===== src/logic/led_status_pkg.sv =====
// shared types and constants of the node status indicator driver
// assumes a 40 MHz device clock; all pattern times count whole milliseconds
package led_status_pkg;

   // =========================================================
   // clock and time base
   localparam int unsigned CLOCK_HZ = 40_000_000;
   localparam int unsigned MS_PER_S = 1000;
   // cycles in one millisecond tick
   localparam int unsigned MS_CYCLES = CLOCK_HZ / MS_PER_S;
   localparam int unsigned DIV_W = 16;
   localparam int unsigned TICK_MS = 1;

   // =========================================================
   // pattern times in milliseconds
   localparam int unsigned FLASH_ON_MS = 200;
   localparam int unsigned FLASH_GAP_MS = 200;
   localparam int unsigned FLASH_PAUSE_MS = 1000;
   localparam int unsigned FLICKER_MS = 50;
   localparam int unsigned BLINK_MS = 200;
   localparam int unsigned LOAD_FLICKER_MS = 50;

   // =========================================================
   // pattern times in millisecond ticks
   localparam int unsigned SEQ_W = 10;
   localparam logic [SEQ_W-1:0] FLASH_ON_TICKS =
      SEQ_W'(FLASH_ON_MS / TICK_MS);
   localparam logic [SEQ_W-1:0] FLASH_GAP_TICKS =
      SEQ_W'(FLASH_GAP_MS / TICK_MS);
   localparam logic [SEQ_W-1:0] FLASH_PAUSE_TICKS =
      SEQ_W'(FLASH_PAUSE_MS / TICK_MS);
   localparam logic [SEQ_W-1:0] FLICKER_TICKS =
      SEQ_W'(FLICKER_MS / TICK_MS);
   localparam logic [SEQ_W-1:0] BLINK_TICKS =
      SEQ_W'(BLINK_MS / TICK_MS);
   localparam int unsigned LOAD_W = 6;
   localparam logic [LOAD_W-1:0] LOAD_TICKS =
      LOAD_W'(LOAD_FLICKER_MS / TICK_MS);

   // =========================================================
   // sequencer steps and channels
   localparam int unsigned STEP_W = 3;
   localparam logic [STEP_W-1:0] STEP_FIRST = 3'h0;
   // odd step, so dark in every flash pattern
   localparam logic [STEP_W-1:0] STEP_RESET = 3'h5;
   // last step of each flash sequence, the long dark pause
   localparam logic [STEP_W-1:0] LAST_TRIPLE = 3'h5;
   localparam logic [STEP_W-1:0] LAST_DOUBLE = 3'h3;
   localparam logic [STEP_W-1:0] LAST_SINGLE = 3'h1;
   localparam int unsigned NUM_CHANNELS = 2;

   // =========================================================
   // types
   typedef enum logic [2:0] {
      NODE_INIT        = 3'b000,
      NODE_PRE_OP1     = 3'b001,
      NODE_PRE_OP2     = 3'b010,
      NODE_READY       = 3'b011,
      NODE_OPERATIONAL = 3'b100,
      NODE_STOPPED     = 3'b101,
      NODE_BASIC_ETH   = 3'b110
   } node_state_t;

   typedef enum logic [2:0] {
      PAT_DARK    = 3'b000,
      PAT_STEADY  = 3'b001,
      PAT_FLASH   = 3'b010,
      PAT_FLICKER = 3'b011,
      PAT_BLINK   = 3'b100
   } pattern_t;

   typedef enum logic [1:0] {
      ACT_IDLE = 2'b00,
      ACT_OFF  = 2'b01,
      ACT_ON   = 2'b10
   } act_phase_t;

   typedef struct packed {
      logic red;
      logic green;
   } led_pair_t;

endpackage : led_status_pkg


===== src/logic/node_status_led_driver.sv =====
// status indicator driver of a real-time ethernet controlled node:
// bus state duo indicator, bus fault duo indicator and per-channel
// link/activity indicators
// assumes all inputs synchronous to i_clock; indicators are active high
`timescale 1ns/100ps

// Notes on behaviour
// - steady green when operational; dark while initializing.
// - basic ethernet state shows the 10 Hz flicker.
// - fault indicator dark without error, steady red with error.
// - link without traffic lights the channel's green indicator steadily.
// - link with traffic makes the green indicator flicker with load.
// - no link keeps the channel's green indicator dark.
// - the yellow channel indicators stay dark always.
// - triple flash: three 200 ms pulses, 200 ms gaps, 1000 ms pause.
// - double flash: two 200 ms pulses, 200 ms gap, 1000 ms pause.
// - single flash: one 200 ms pulse then 1000 ms pause.
// - flicker is 50 ms on, 50 ms off.
// - flicker and blink alternate red and green, never both lit.
// - blinking is 200 ms on, 200 ms off.
// - load flicker about 50 ms on and off, irregular when light.
module node_status_led_driver #(
   parameter int unsigned MS_CYCLES = led_status_pkg::MS_CYCLES,
   parameter int unsigned NUM_CHANNELS = led_status_pkg::NUM_CHANNELS
) (
   // clock and reset
   input wire logic i_clock,
   input wire logic i_rst,
   // node status
   input wire led_status_pkg::node_state_t i_node_state,
   input wire logic i_error,
   // ethernet channels
   input wire logic [NUM_CHANNELS-1:0] i_link,
   input wire logic [NUM_CHANNELS-1:0] i_activity,
   // duo indicators
   output led_status_pkg::led_pair_t o_bus_state_indicator,
   output led_status_pkg::led_pair_t o_bus_fault_indicator,
   // channel indicators
   output logic [NUM_CHANNELS-1:0] o_link_green,
   output logic [NUM_CHANNELS-1:0] o_link_yellow
);

   localparam int unsigned DIV_W = led_status_pkg::DIV_W;
   localparam int unsigned SEQ_W = led_status_pkg::SEQ_W;
   localparam int unsigned STEP_W = led_status_pkg::STEP_W;

   // =========================================================
   // state
   typedef struct packed {
      logic [DIV_W-1:0] div;
      logic tick;
      led_status_pkg::node_state_t node;
      logic [STEP_W-1:0] step;
      logic [SEQ_W-1:0] cnt;
      led_status_pkg::led_pair_t bus_state;
      led_status_pkg::led_pair_t bus_fault;
   } drv_state_t;

   drv_state_t st_ff;
   drv_state_t nxt_st;

   // =========================================================
   // pattern selection
   led_status_pkg::pattern_t pattern;
   logic [STEP_W-1:0] last_step;
   logic [SEQ_W-1:0] step_len;
   logic step_lit;

   always_comb begin
      pattern = led_status_pkg::PAT_DARK;
      // two-step patterns wrap after step 1 as well
      last_step = led_status_pkg::LAST_SINGLE;
      case (st_ff.node)
         led_status_pkg::NODE_INIT: begin
            pattern = led_status_pkg::PAT_DARK;
         end
         led_status_pkg::NODE_OPERATIONAL: begin
            pattern = led_status_pkg::PAT_STEADY;
         end
         led_status_pkg::NODE_READY: begin
            pattern = led_status_pkg::PAT_FLASH;
            last_step = led_status_pkg::LAST_TRIPLE;
         end
         led_status_pkg::NODE_PRE_OP2: begin
            pattern = led_status_pkg::PAT_FLASH;
            last_step = led_status_pkg::LAST_DOUBLE;
         end
         led_status_pkg::NODE_PRE_OP1: begin
            pattern = led_status_pkg::PAT_FLASH;
            last_step = led_status_pkg::LAST_SINGLE;
         end
         led_status_pkg::NODE_BASIC_ETH: begin
            pattern = led_status_pkg::PAT_FLICKER;
         end
         led_status_pkg::NODE_STOPPED: begin
            pattern = led_status_pkg::PAT_BLINK;
         end
         default: begin
            pattern = led_status_pkg::PAT_DARK;
         end
      endcase
   end

   // =========================================================
   // step durations
   // even steps are lit, odd steps dark; the last flash step is the pause
   always_comb begin
      step_lit = ~st_ff.step[0];
      case (pattern)
         led_status_pkg::PAT_FLASH: begin
            if (st_ff.step >= last_step) begin
               step_len = led_status_pkg::FLASH_PAUSE_TICKS;
            end else if (step_lit) begin
               step_len = led_status_pkg::FLASH_ON_TICKS;
            end else begin
               step_len = led_status_pkg::FLASH_GAP_TICKS;
            end
         end
         led_status_pkg::PAT_FLICKER: begin
            step_len = led_status_pkg::FLICKER_TICKS;
         end
         led_status_pkg::PAT_BLINK: begin
            step_len = led_status_pkg::BLINK_TICKS;
         end
         default: begin
            step_len = led_status_pkg::FLASH_PAUSE_TICKS;
         end
      endcase
   end

   // =========================================================
   // next state
   always_comb begin
      nxt_st = st_ff;

      // millisecond time base
      nxt_st.tick = 1'b0;
      if (st_ff.div >= DIV_W'(MS_CYCLES - 1)) begin
         nxt_st.div = '0;
         nxt_st.tick = 1'b1;
      end else begin
         nxt_st.div = st_ff.div + 1'b1;
      end

      // pattern sequencer
      // a change is taken at once, so the new pattern never inherits
      // a half-finished step of the old one
      if (i_node_state != st_ff.node) begin
         nxt_st.node = i_node_state;
         nxt_st.step = led_status_pkg::STEP_FIRST;
         nxt_st.cnt = '0;
      end else if (st_ff.tick) begin
         if (st_ff.cnt >= step_len - 1'b1) begin
            nxt_st.cnt = '0;
            if (st_ff.step >= last_step) begin
               nxt_st.step = led_status_pkg::STEP_FIRST;
            end else begin
               nxt_st.step = st_ff.step + 1'b1;
            end
         end else begin
            nxt_st.cnt = st_ff.cnt + 1'b1;
         end
      end

      // bus state indicator
      case (pattern)
         led_status_pkg::PAT_STEADY: begin
            nxt_st.bus_state = '{red: 1'b0, green: 1'b1};
         end
         led_status_pkg::PAT_FLASH: begin
            // the pause step is odd and so already dark; the step check keeps it dark here
            nxt_st.bus_state.red = 1'b0;
            nxt_st.bus_state.green = step_lit &&
               (st_ff.step < last_step);
         end
         led_status_pkg::PAT_FLICKER,
         led_status_pkg::PAT_BLINK: begin
            nxt_st.bus_state.green = step_lit;
            nxt_st.bus_state.red = ~step_lit;
         end
         default: begin
            nxt_st.bus_state = '{red: 1'b0, green: 1'b0};
         end
      endcase

      // bus fault indicator
      nxt_st.bus_fault = '{red: i_error, green: 1'b0};
   end

   // =========================================================
   // registers
   always_ff @(posedge i_clock) begin
      if (i_rst) begin
         st_ff <= '{div: '0,
                    tick: 1'b0,
                    node: led_status_pkg::NODE_INIT,
                    step: led_status_pkg::STEP_RESET,
                    cnt: '0,
                    bus_state: '{red: 1'b0, green: 1'b0},
                    bus_fault: '{red: 1'b0, green: 1'b0}};
      end else begin
         st_ff <= nxt_st;
      end
   end

   assign o_bus_state_indicator = st_ff.bus_state;
   assign o_bus_fault_indicator = st_ff.bus_fault;

   // =========================================================
   // channel indicators
   // every channel shares the one millisecond tick
   for (genvar ch = 0; ch < NUM_CHANNELS; ch++) begin : g_channel
      activity_flicker u_activity (
         .i_clock(i_clock),
         .i_rst(i_rst),
         .i_ms_tick(st_ff.tick),
         .i_link(i_link[ch]),
         .i_activity(i_activity[ch]),
         .o_led(o_link_green[ch])
      );
      // unused in this protocol mode
      assign o_link_yellow[ch] = 1'b0;
   end

endmodule : node_status_led_driver


===== src/logic/activity_flicker.sv =====
// one channel's green link/activity indicator
// assumes a one-cycle millisecond tick and synchronous link/activity inputs
`timescale 1ns/100ps
module activity_flicker (
   // clock and reset
   input wire logic i_clock,
   input wire logic i_rst,
   // time base
   input wire logic i_ms_tick,
   // channel status
   input wire logic i_link,
   input wire logic i_activity,
   // indicator
   output logic o_led
);

   typedef struct packed {
      led_status_pkg::act_phase_t phase;
      logic [led_status_pkg::LOAD_W-1:0] cnt;
      logic pend;
      logic led;
   } act_state_t;

   act_state_t st_ff;
   act_state_t nxt_st;

   // =========================================================
   // burst sequencer
   // each burst is one dark and one lit phase; back-to-back traffic
   // thus gives the regular flicker, sparse traffic irregular blips
   always_comb begin
      nxt_st = st_ff;
      // new traffic is remembered even while a burst is running
      nxt_st.pend = st_ff.pend | i_activity;
      case (st_ff.phase)
         led_status_pkg::ACT_IDLE: begin
            nxt_st.led = 1'b1;
            if (st_ff.pend) begin
               nxt_st.phase = led_status_pkg::ACT_OFF;
               nxt_st.cnt = '0;
               nxt_st.led = 1'b0;
               nxt_st.pend = i_activity; // set wins over clear
            end
         end
         led_status_pkg::ACT_OFF: begin
            nxt_st.led = 1'b0;
            if (i_ms_tick) begin
               if (st_ff.cnt >= led_status_pkg::LOAD_TICKS - 1'b1) begin
                  nxt_st.phase = led_status_pkg::ACT_ON;
                  nxt_st.cnt = '0;
                  nxt_st.led = 1'b1;
               end else begin
                  nxt_st.cnt = st_ff.cnt + 1'b1;
               end
            end
         end
         led_status_pkg::ACT_ON: begin
            nxt_st.led = 1'b1;
            if (i_ms_tick) begin
               if (st_ff.cnt >= led_status_pkg::LOAD_TICKS - 1'b1) begin
                  nxt_st.phase = led_status_pkg::ACT_IDLE;
                  nxt_st.cnt = '0;
               end else begin
                  nxt_st.cnt = st_ff.cnt + 1'b1;
               end
            end
         end
         default: begin
            nxt_st.phase = led_status_pkg::ACT_IDLE;
            nxt_st.cnt = '0;
         end
      endcase
      // without a link nothing is shown and old traffic is dropped
      if (!i_link) begin
         nxt_st.phase = led_status_pkg::ACT_IDLE;
         nxt_st.cnt = '0;
         nxt_st.pend = 1'b0;
         nxt_st.led = 1'b0;
      end
   end

   always_ff @(posedge i_clock) begin
      if (i_rst) begin
         st_ff <= '{phase: led_status_pkg::ACT_IDLE, cnt: '0,
                    pend: 1'b0, led: 1'b0};
      end else begin
         st_ff <= nxt_st;
      end
   end

   assign o_led = st_ff.led;

endmodule : activity_flicker


===== config.mk =====
export PLATFORM = sky130hd
export DESIGN_NAME = node_status_led_driver
export DESIGN_NICKNAME = d
export VERILOG_FILES = /design/src/logic/led_status_pkg.sv /design/src/logic/node_status_led_driver.sv /design/src/logic/activity_flicker.sv
export SDC_FILE = /design/constraint.sdc
export NUM_CORES = 1
export LEC_CHECK = 0
export ABC_CLOCK_PERIOD_IN_PS = 9550
export BUFFER_PORTS_ARGS = -buffer_cell sky130_fd_sc_hd__buf_2
export CORE_MARGIN = 2
export CORE_UTILIZATION = 65
export CTS_BUF_LIST = sky130_fd_sc_hd__clkbuf_8
export CTS_CLUSTER_SIZE = 30
export DETAILED_ROUTE_END_ITERATION = 8
export PLACE_DENSITY_LB_ADDON = 0.25
export SLEW_MARGIN = 15
export SYNTH_ARGS = -nofsm -noshare
export SYNTH_HDL_FRONTEND = slang
export SYNTH_SLANG_ARGS = --single-unit
export TNS_END_PERCENT = 100

===== constraint.sdc =====
create_clock -name i_clock -period 9.55 [get_ports i_clock]
set_clock_uncertainty 0.15 [all_clocks]
set_input_delay 0.955 -clock i_clock [delete_from_list [all_inputs] [get_ports i_clock]]
set_output_delay 0.955 -clock i_clock [all_outputs]
set_load 0.005 [all_outputs]

==> out/results.md <==
* **run status** completed
* **GR Overflow Total** 0
* **number of clock sinks seen by CTS** 56
* **number of vias per cell after detailed routing** 5.561
* **transition time at the pin with the least slew margin** 0.6814 ns
* **Synth-to-Final Area Change** 3.919%
* **first-pass GRT wire length** 8914 µm
* **Worst Setup Slack post-DPL** 5.767 ns
* **n_diodes** 0
* **total of endpoints with negative setup slack in the final report** 0
* **clock slew seen by the registers of the worst setup and hold paths** 0.10 ns
* **maximum VDD drop** 107.7 µV
* **die area** 5282 µm²
* **worst endpoint data arrival time** 3.86 ns
* **Final Total Pwr** 403.5 µW
* **final weighted congestion of routability-driven global placement** 0.8207
* **row count** 24
* **post-synth cell types** 50
* **Worst Setup End Kind** register
* **static leakage** 1.292 nW
* **vertical die dimension** 72.68 µm
* **DRC violation count after routing** 0
* **main combinational cell family by area after synthesis** simple AND/OR/NAND/NOR gates
* **share of the yosys chip area belonging to registers** 36.57%
* **final critical-path setup slack** 5.746 ns
* **worst-path maximum fanout** 12
* **Required @ worst endpoint** 9.60 ns
* **Final Slew Violations** 0
* **via count** 2,291
* **Starting Density** 68.98%
* **cts bufs inserted** 5
* **number of design-rule violations left by the first detailed-router iteration** 48
* **number of H-tree branching levels** 2
* **DRT Pass-1 Iters** 4
* **port buffer count** 14
* **Ys Warns** 0
* **HPWL after detailed placement** 3749 µm
* **insertion delay of the later-clocked pin in the worst-skew pair** 0.31 ns
* **worst min-delay path category** register to register
* **chain of cells forming the critical path** or3b_2, ha_1, a21o_1, a21oi_1, o211ai_1, xnor2_1, ha_1, o21ai_0, o221ai_1, a211o_1, mux2i_1, a311o_1
* **IO Pins** 18
* **count of hold buffers inserted by post-cts repair** 0
* **worst setup path class** register to register
* **Net count, final** 399
* **area occupied by registers** 1121 µm²
* **post-route clock period utilization** 39.83%
* **combined area of the multi-input logic cells** 1752 µm²
* **share of post-route cells with drive strength above 1** 9.167%
* **Crit-path slowest cell** dfxtp_1
* **cell count after placement** 404
* **cell area power density** 126.7 nW/µm²
* **Wirelength per Cell** 12.27 µm
* **Placeable Area** 4444 µm²
* **worst-case headroom to the max-slew limit** 54.51%
* **Max clock buf depth** 2
* **Mean Syn Cell Area** 8.684 µm²
* **final core utilization** 71.68%
* **upper clock frequency limit** 0.2629 GHz
* **parity-gate share of the synthesized area counting xor and xnor cells** 9.143%
* **fill cell instance count of the final layout** 338
* **Clock Root Buffer** clkbuf_8
* **#FFs+latches synth** 56
* **time the final worst path needs with I/O delays and setup** 3.804 ns
* **sum of negative setup slack** 0 ns
* **TritonCTS clock tree** built
* **number of hold-slack violations in the final timing report** 0
* **post_cts resized** 0
* **unrepaired setup endpoints after global routing** no
* **largest net degree at the start of global routing** 19
* **post-synthesis adder-cell area fraction** 12.24%
* **number of enable flip-flop cells after synthesis** 0
* **library cell appearing most often on the critical path** ha_1
* **simple-gate share of the synthesized area** 22.20%
* **asr flop ratio synth** 0%
* **flip-flop cell with the highest count after synthesis** dfxtp_1
* **critical path startpoint category** register
* **Cells after Synth** 353
* **via count of the first global-routing pass** 2,178
* **setup slack of the most critical reg-to-reg path** 5.75 ns
* **compound-gate portion of the synthesized area** 11.55%
* **antenna violations before repair** 0
* **die outline width** 72.68 µm
* **post-CTS setup buffers** 0
* **count of placed standard cells in the final layout, fillers left out** 412
* **Max-Cap Viols** 0
* **Antenna Nets Post-Route** 0
* **post-synthesis mux area share** 1.633%
* **all-layer global routing usage** 20.83%
* **delay contributed by the slowest stage of the critical path** 0.47 ns
* **Post-Route WL** 5057 µm
* **Syn Std Cell Area** 3065 µm²
area by class of cell:
type / count / share of cell area (%)
clock buffer: 5 / 2.160
clock inverter: 3 / 0.7070
inverter: 23 / 2.710
multi-input combinational: 259 / 54.99
sequential: 56 / 35.19
tap: 52 / 2.042
timing repair buffer: 14 / 2.200
layout by cell type, fill, tap and decap left out, types with 2 or more instances in the layout:
| master | Yosys | routed |
|---|---|---|
| a211o_1 | 3 | 3 |
| a211oi_1 | 2 | 2 |
| a21o_1 | 4 | 4 |
| a21oi_1 | 13 | 13 |
| a2bb2oi_2 | 2 | 2 |
| a311o_1 | 3 | 3 |
| a311oi_1 | 2 | 2 |
| and3_1 | 2 | 2 |
| and4_1 | 2 | 2 |
| buf_2 | 4 | 14 |
| clkbuf_8 | 0 | 5 |
| conb_1 | 1 | 3 |
| dfxtp_1 | 56 | 56 |
| ha_1 | 30 | 30 |
| inv_1 | 23 | 23 |
| mux2i_1 | 5 | 5 |
| nand2_1 | 26 | 26 |
| nand2b_1 | 5 | 5 |
| nand3_1 | 14 | 14 |
| nand4_1 | 9 | 9 |
| nor2_1 | 53 | 53 |
| nor2b_1 | 6 | 6 |
| nor3_1 | 8 | 8 |
| nor3b_1 | 2 | 2 |
| nor4_1 | 2 | 2 |
| nor4b_1 | 2 | 2 |
| o21ai_0 | 6 | 6 |
| o22ai_1 | 2 | 2 |
| or2_2 | 3 | 3 |
| or3_1 | 2 | 2 |
| xnor2_1 | 13 | 13 |
| xor2_1 | 19 | 19 |
worst max-delay path, delay by kind of cell (launching register included):
| family | cells | cell delay (ns) |
|---|---|---|
| AOI/OAI and AO/OA | 7 | 1.70 |
| adders and majority gates | 2 | 0.57 |
| DFF | 1 | 0.47 |
| and+or+nand+nor | 1 | 0.47 |
| muxes | 1 | 0.17 |
| xor gates and xnor gates | 1 | 0.15 |
cell families (layout without fill, tap and decap cells):
logic type	after synthesis	count (layout)
AOI/OAI and AO/OA	48	48
xor gates and xnor gates	32	32
muxes	5	5
DFF	56	56
other	1	3
and+or+nand+nor	141	141
adders and majority gates	30	30
buffers and inverters	40	45
synth_stat cells, types with 3 or more instances:
master	n	share of area, %
nand3_1	14	2.3
or2_2	3	0.61
inv_1	23	2.8
xnor2_1	13	3.7
a211o_1	3	0.86
mux2i_1	5	1.6
buf_4	8	2.0
clkbuf_1	3	0.37
xor2_1	19	5.4
nand2_1	26	3.2
ha_1	30	12
nand4_1	9	1.8
buf_2	4	0.65
a311o_1	3	0.98
nand2b_1	5	1.0
dfxtp_1	56	37
o21ai_0	6	0.98
nor2b_1	6	1.2
nor3_1	8	1.3
a21o_1	4	0.98
a21oi_1	13	2.1
nor2_1	53	6.5
sequential cells by signal, summed over array words and instances (netlist names):
register                    count
g_channel.u_activity.o_led      2
g_channel.u_activity.st_ff     18
o_bus_fault_indicator           1
o_bus_state_indicator           2
st_ff                          33
stage by stage:
step | area [µm²] | hold WS [ns]
final | 3186 | 0.3037
after global routing | 3186 | 0.3395
after CTS | 3186 | 0.3043
after detailed placement | 3094 | 0.2896
after global placement | 3094 | 0.2803
after floorplan | 3073 | 0.2675
layer usage:
metal  global-route usage, %  wire length, µm  share of wire (%)
met4                   6.584               54                1.1
met1                   25.58             2484                 49
met3                   3.867              141                2.8
met5                       0                0                  0
met2                   36.77             2376                 47
power by group:
group	switching [mW]	internal (mW)
registers	0.00426	0.238
logic	0.0161	0.0125
clock network	0.0802	0.0528
worst paths after layout:
check,cells after the start,endpoint,start
min reg2reg,1,st_ff[21]$_SDFF_PP0_,st_ff[21]$_SDFF_PP0_
max reg2reg,12,st_ff[16]$_SDFFE_PP1P_,st_ff[18]$_SDFFE_PP0P_
max,12,st_ff[16]$_SDFFE_PP1P_,st_ff[18]$_SDFFE_PP0P_
min,1,st_ff[21]$_SDFF_PP0_,st_ff[21]$_SDFF_PP0_
Power figures use the tool's default switching activity.
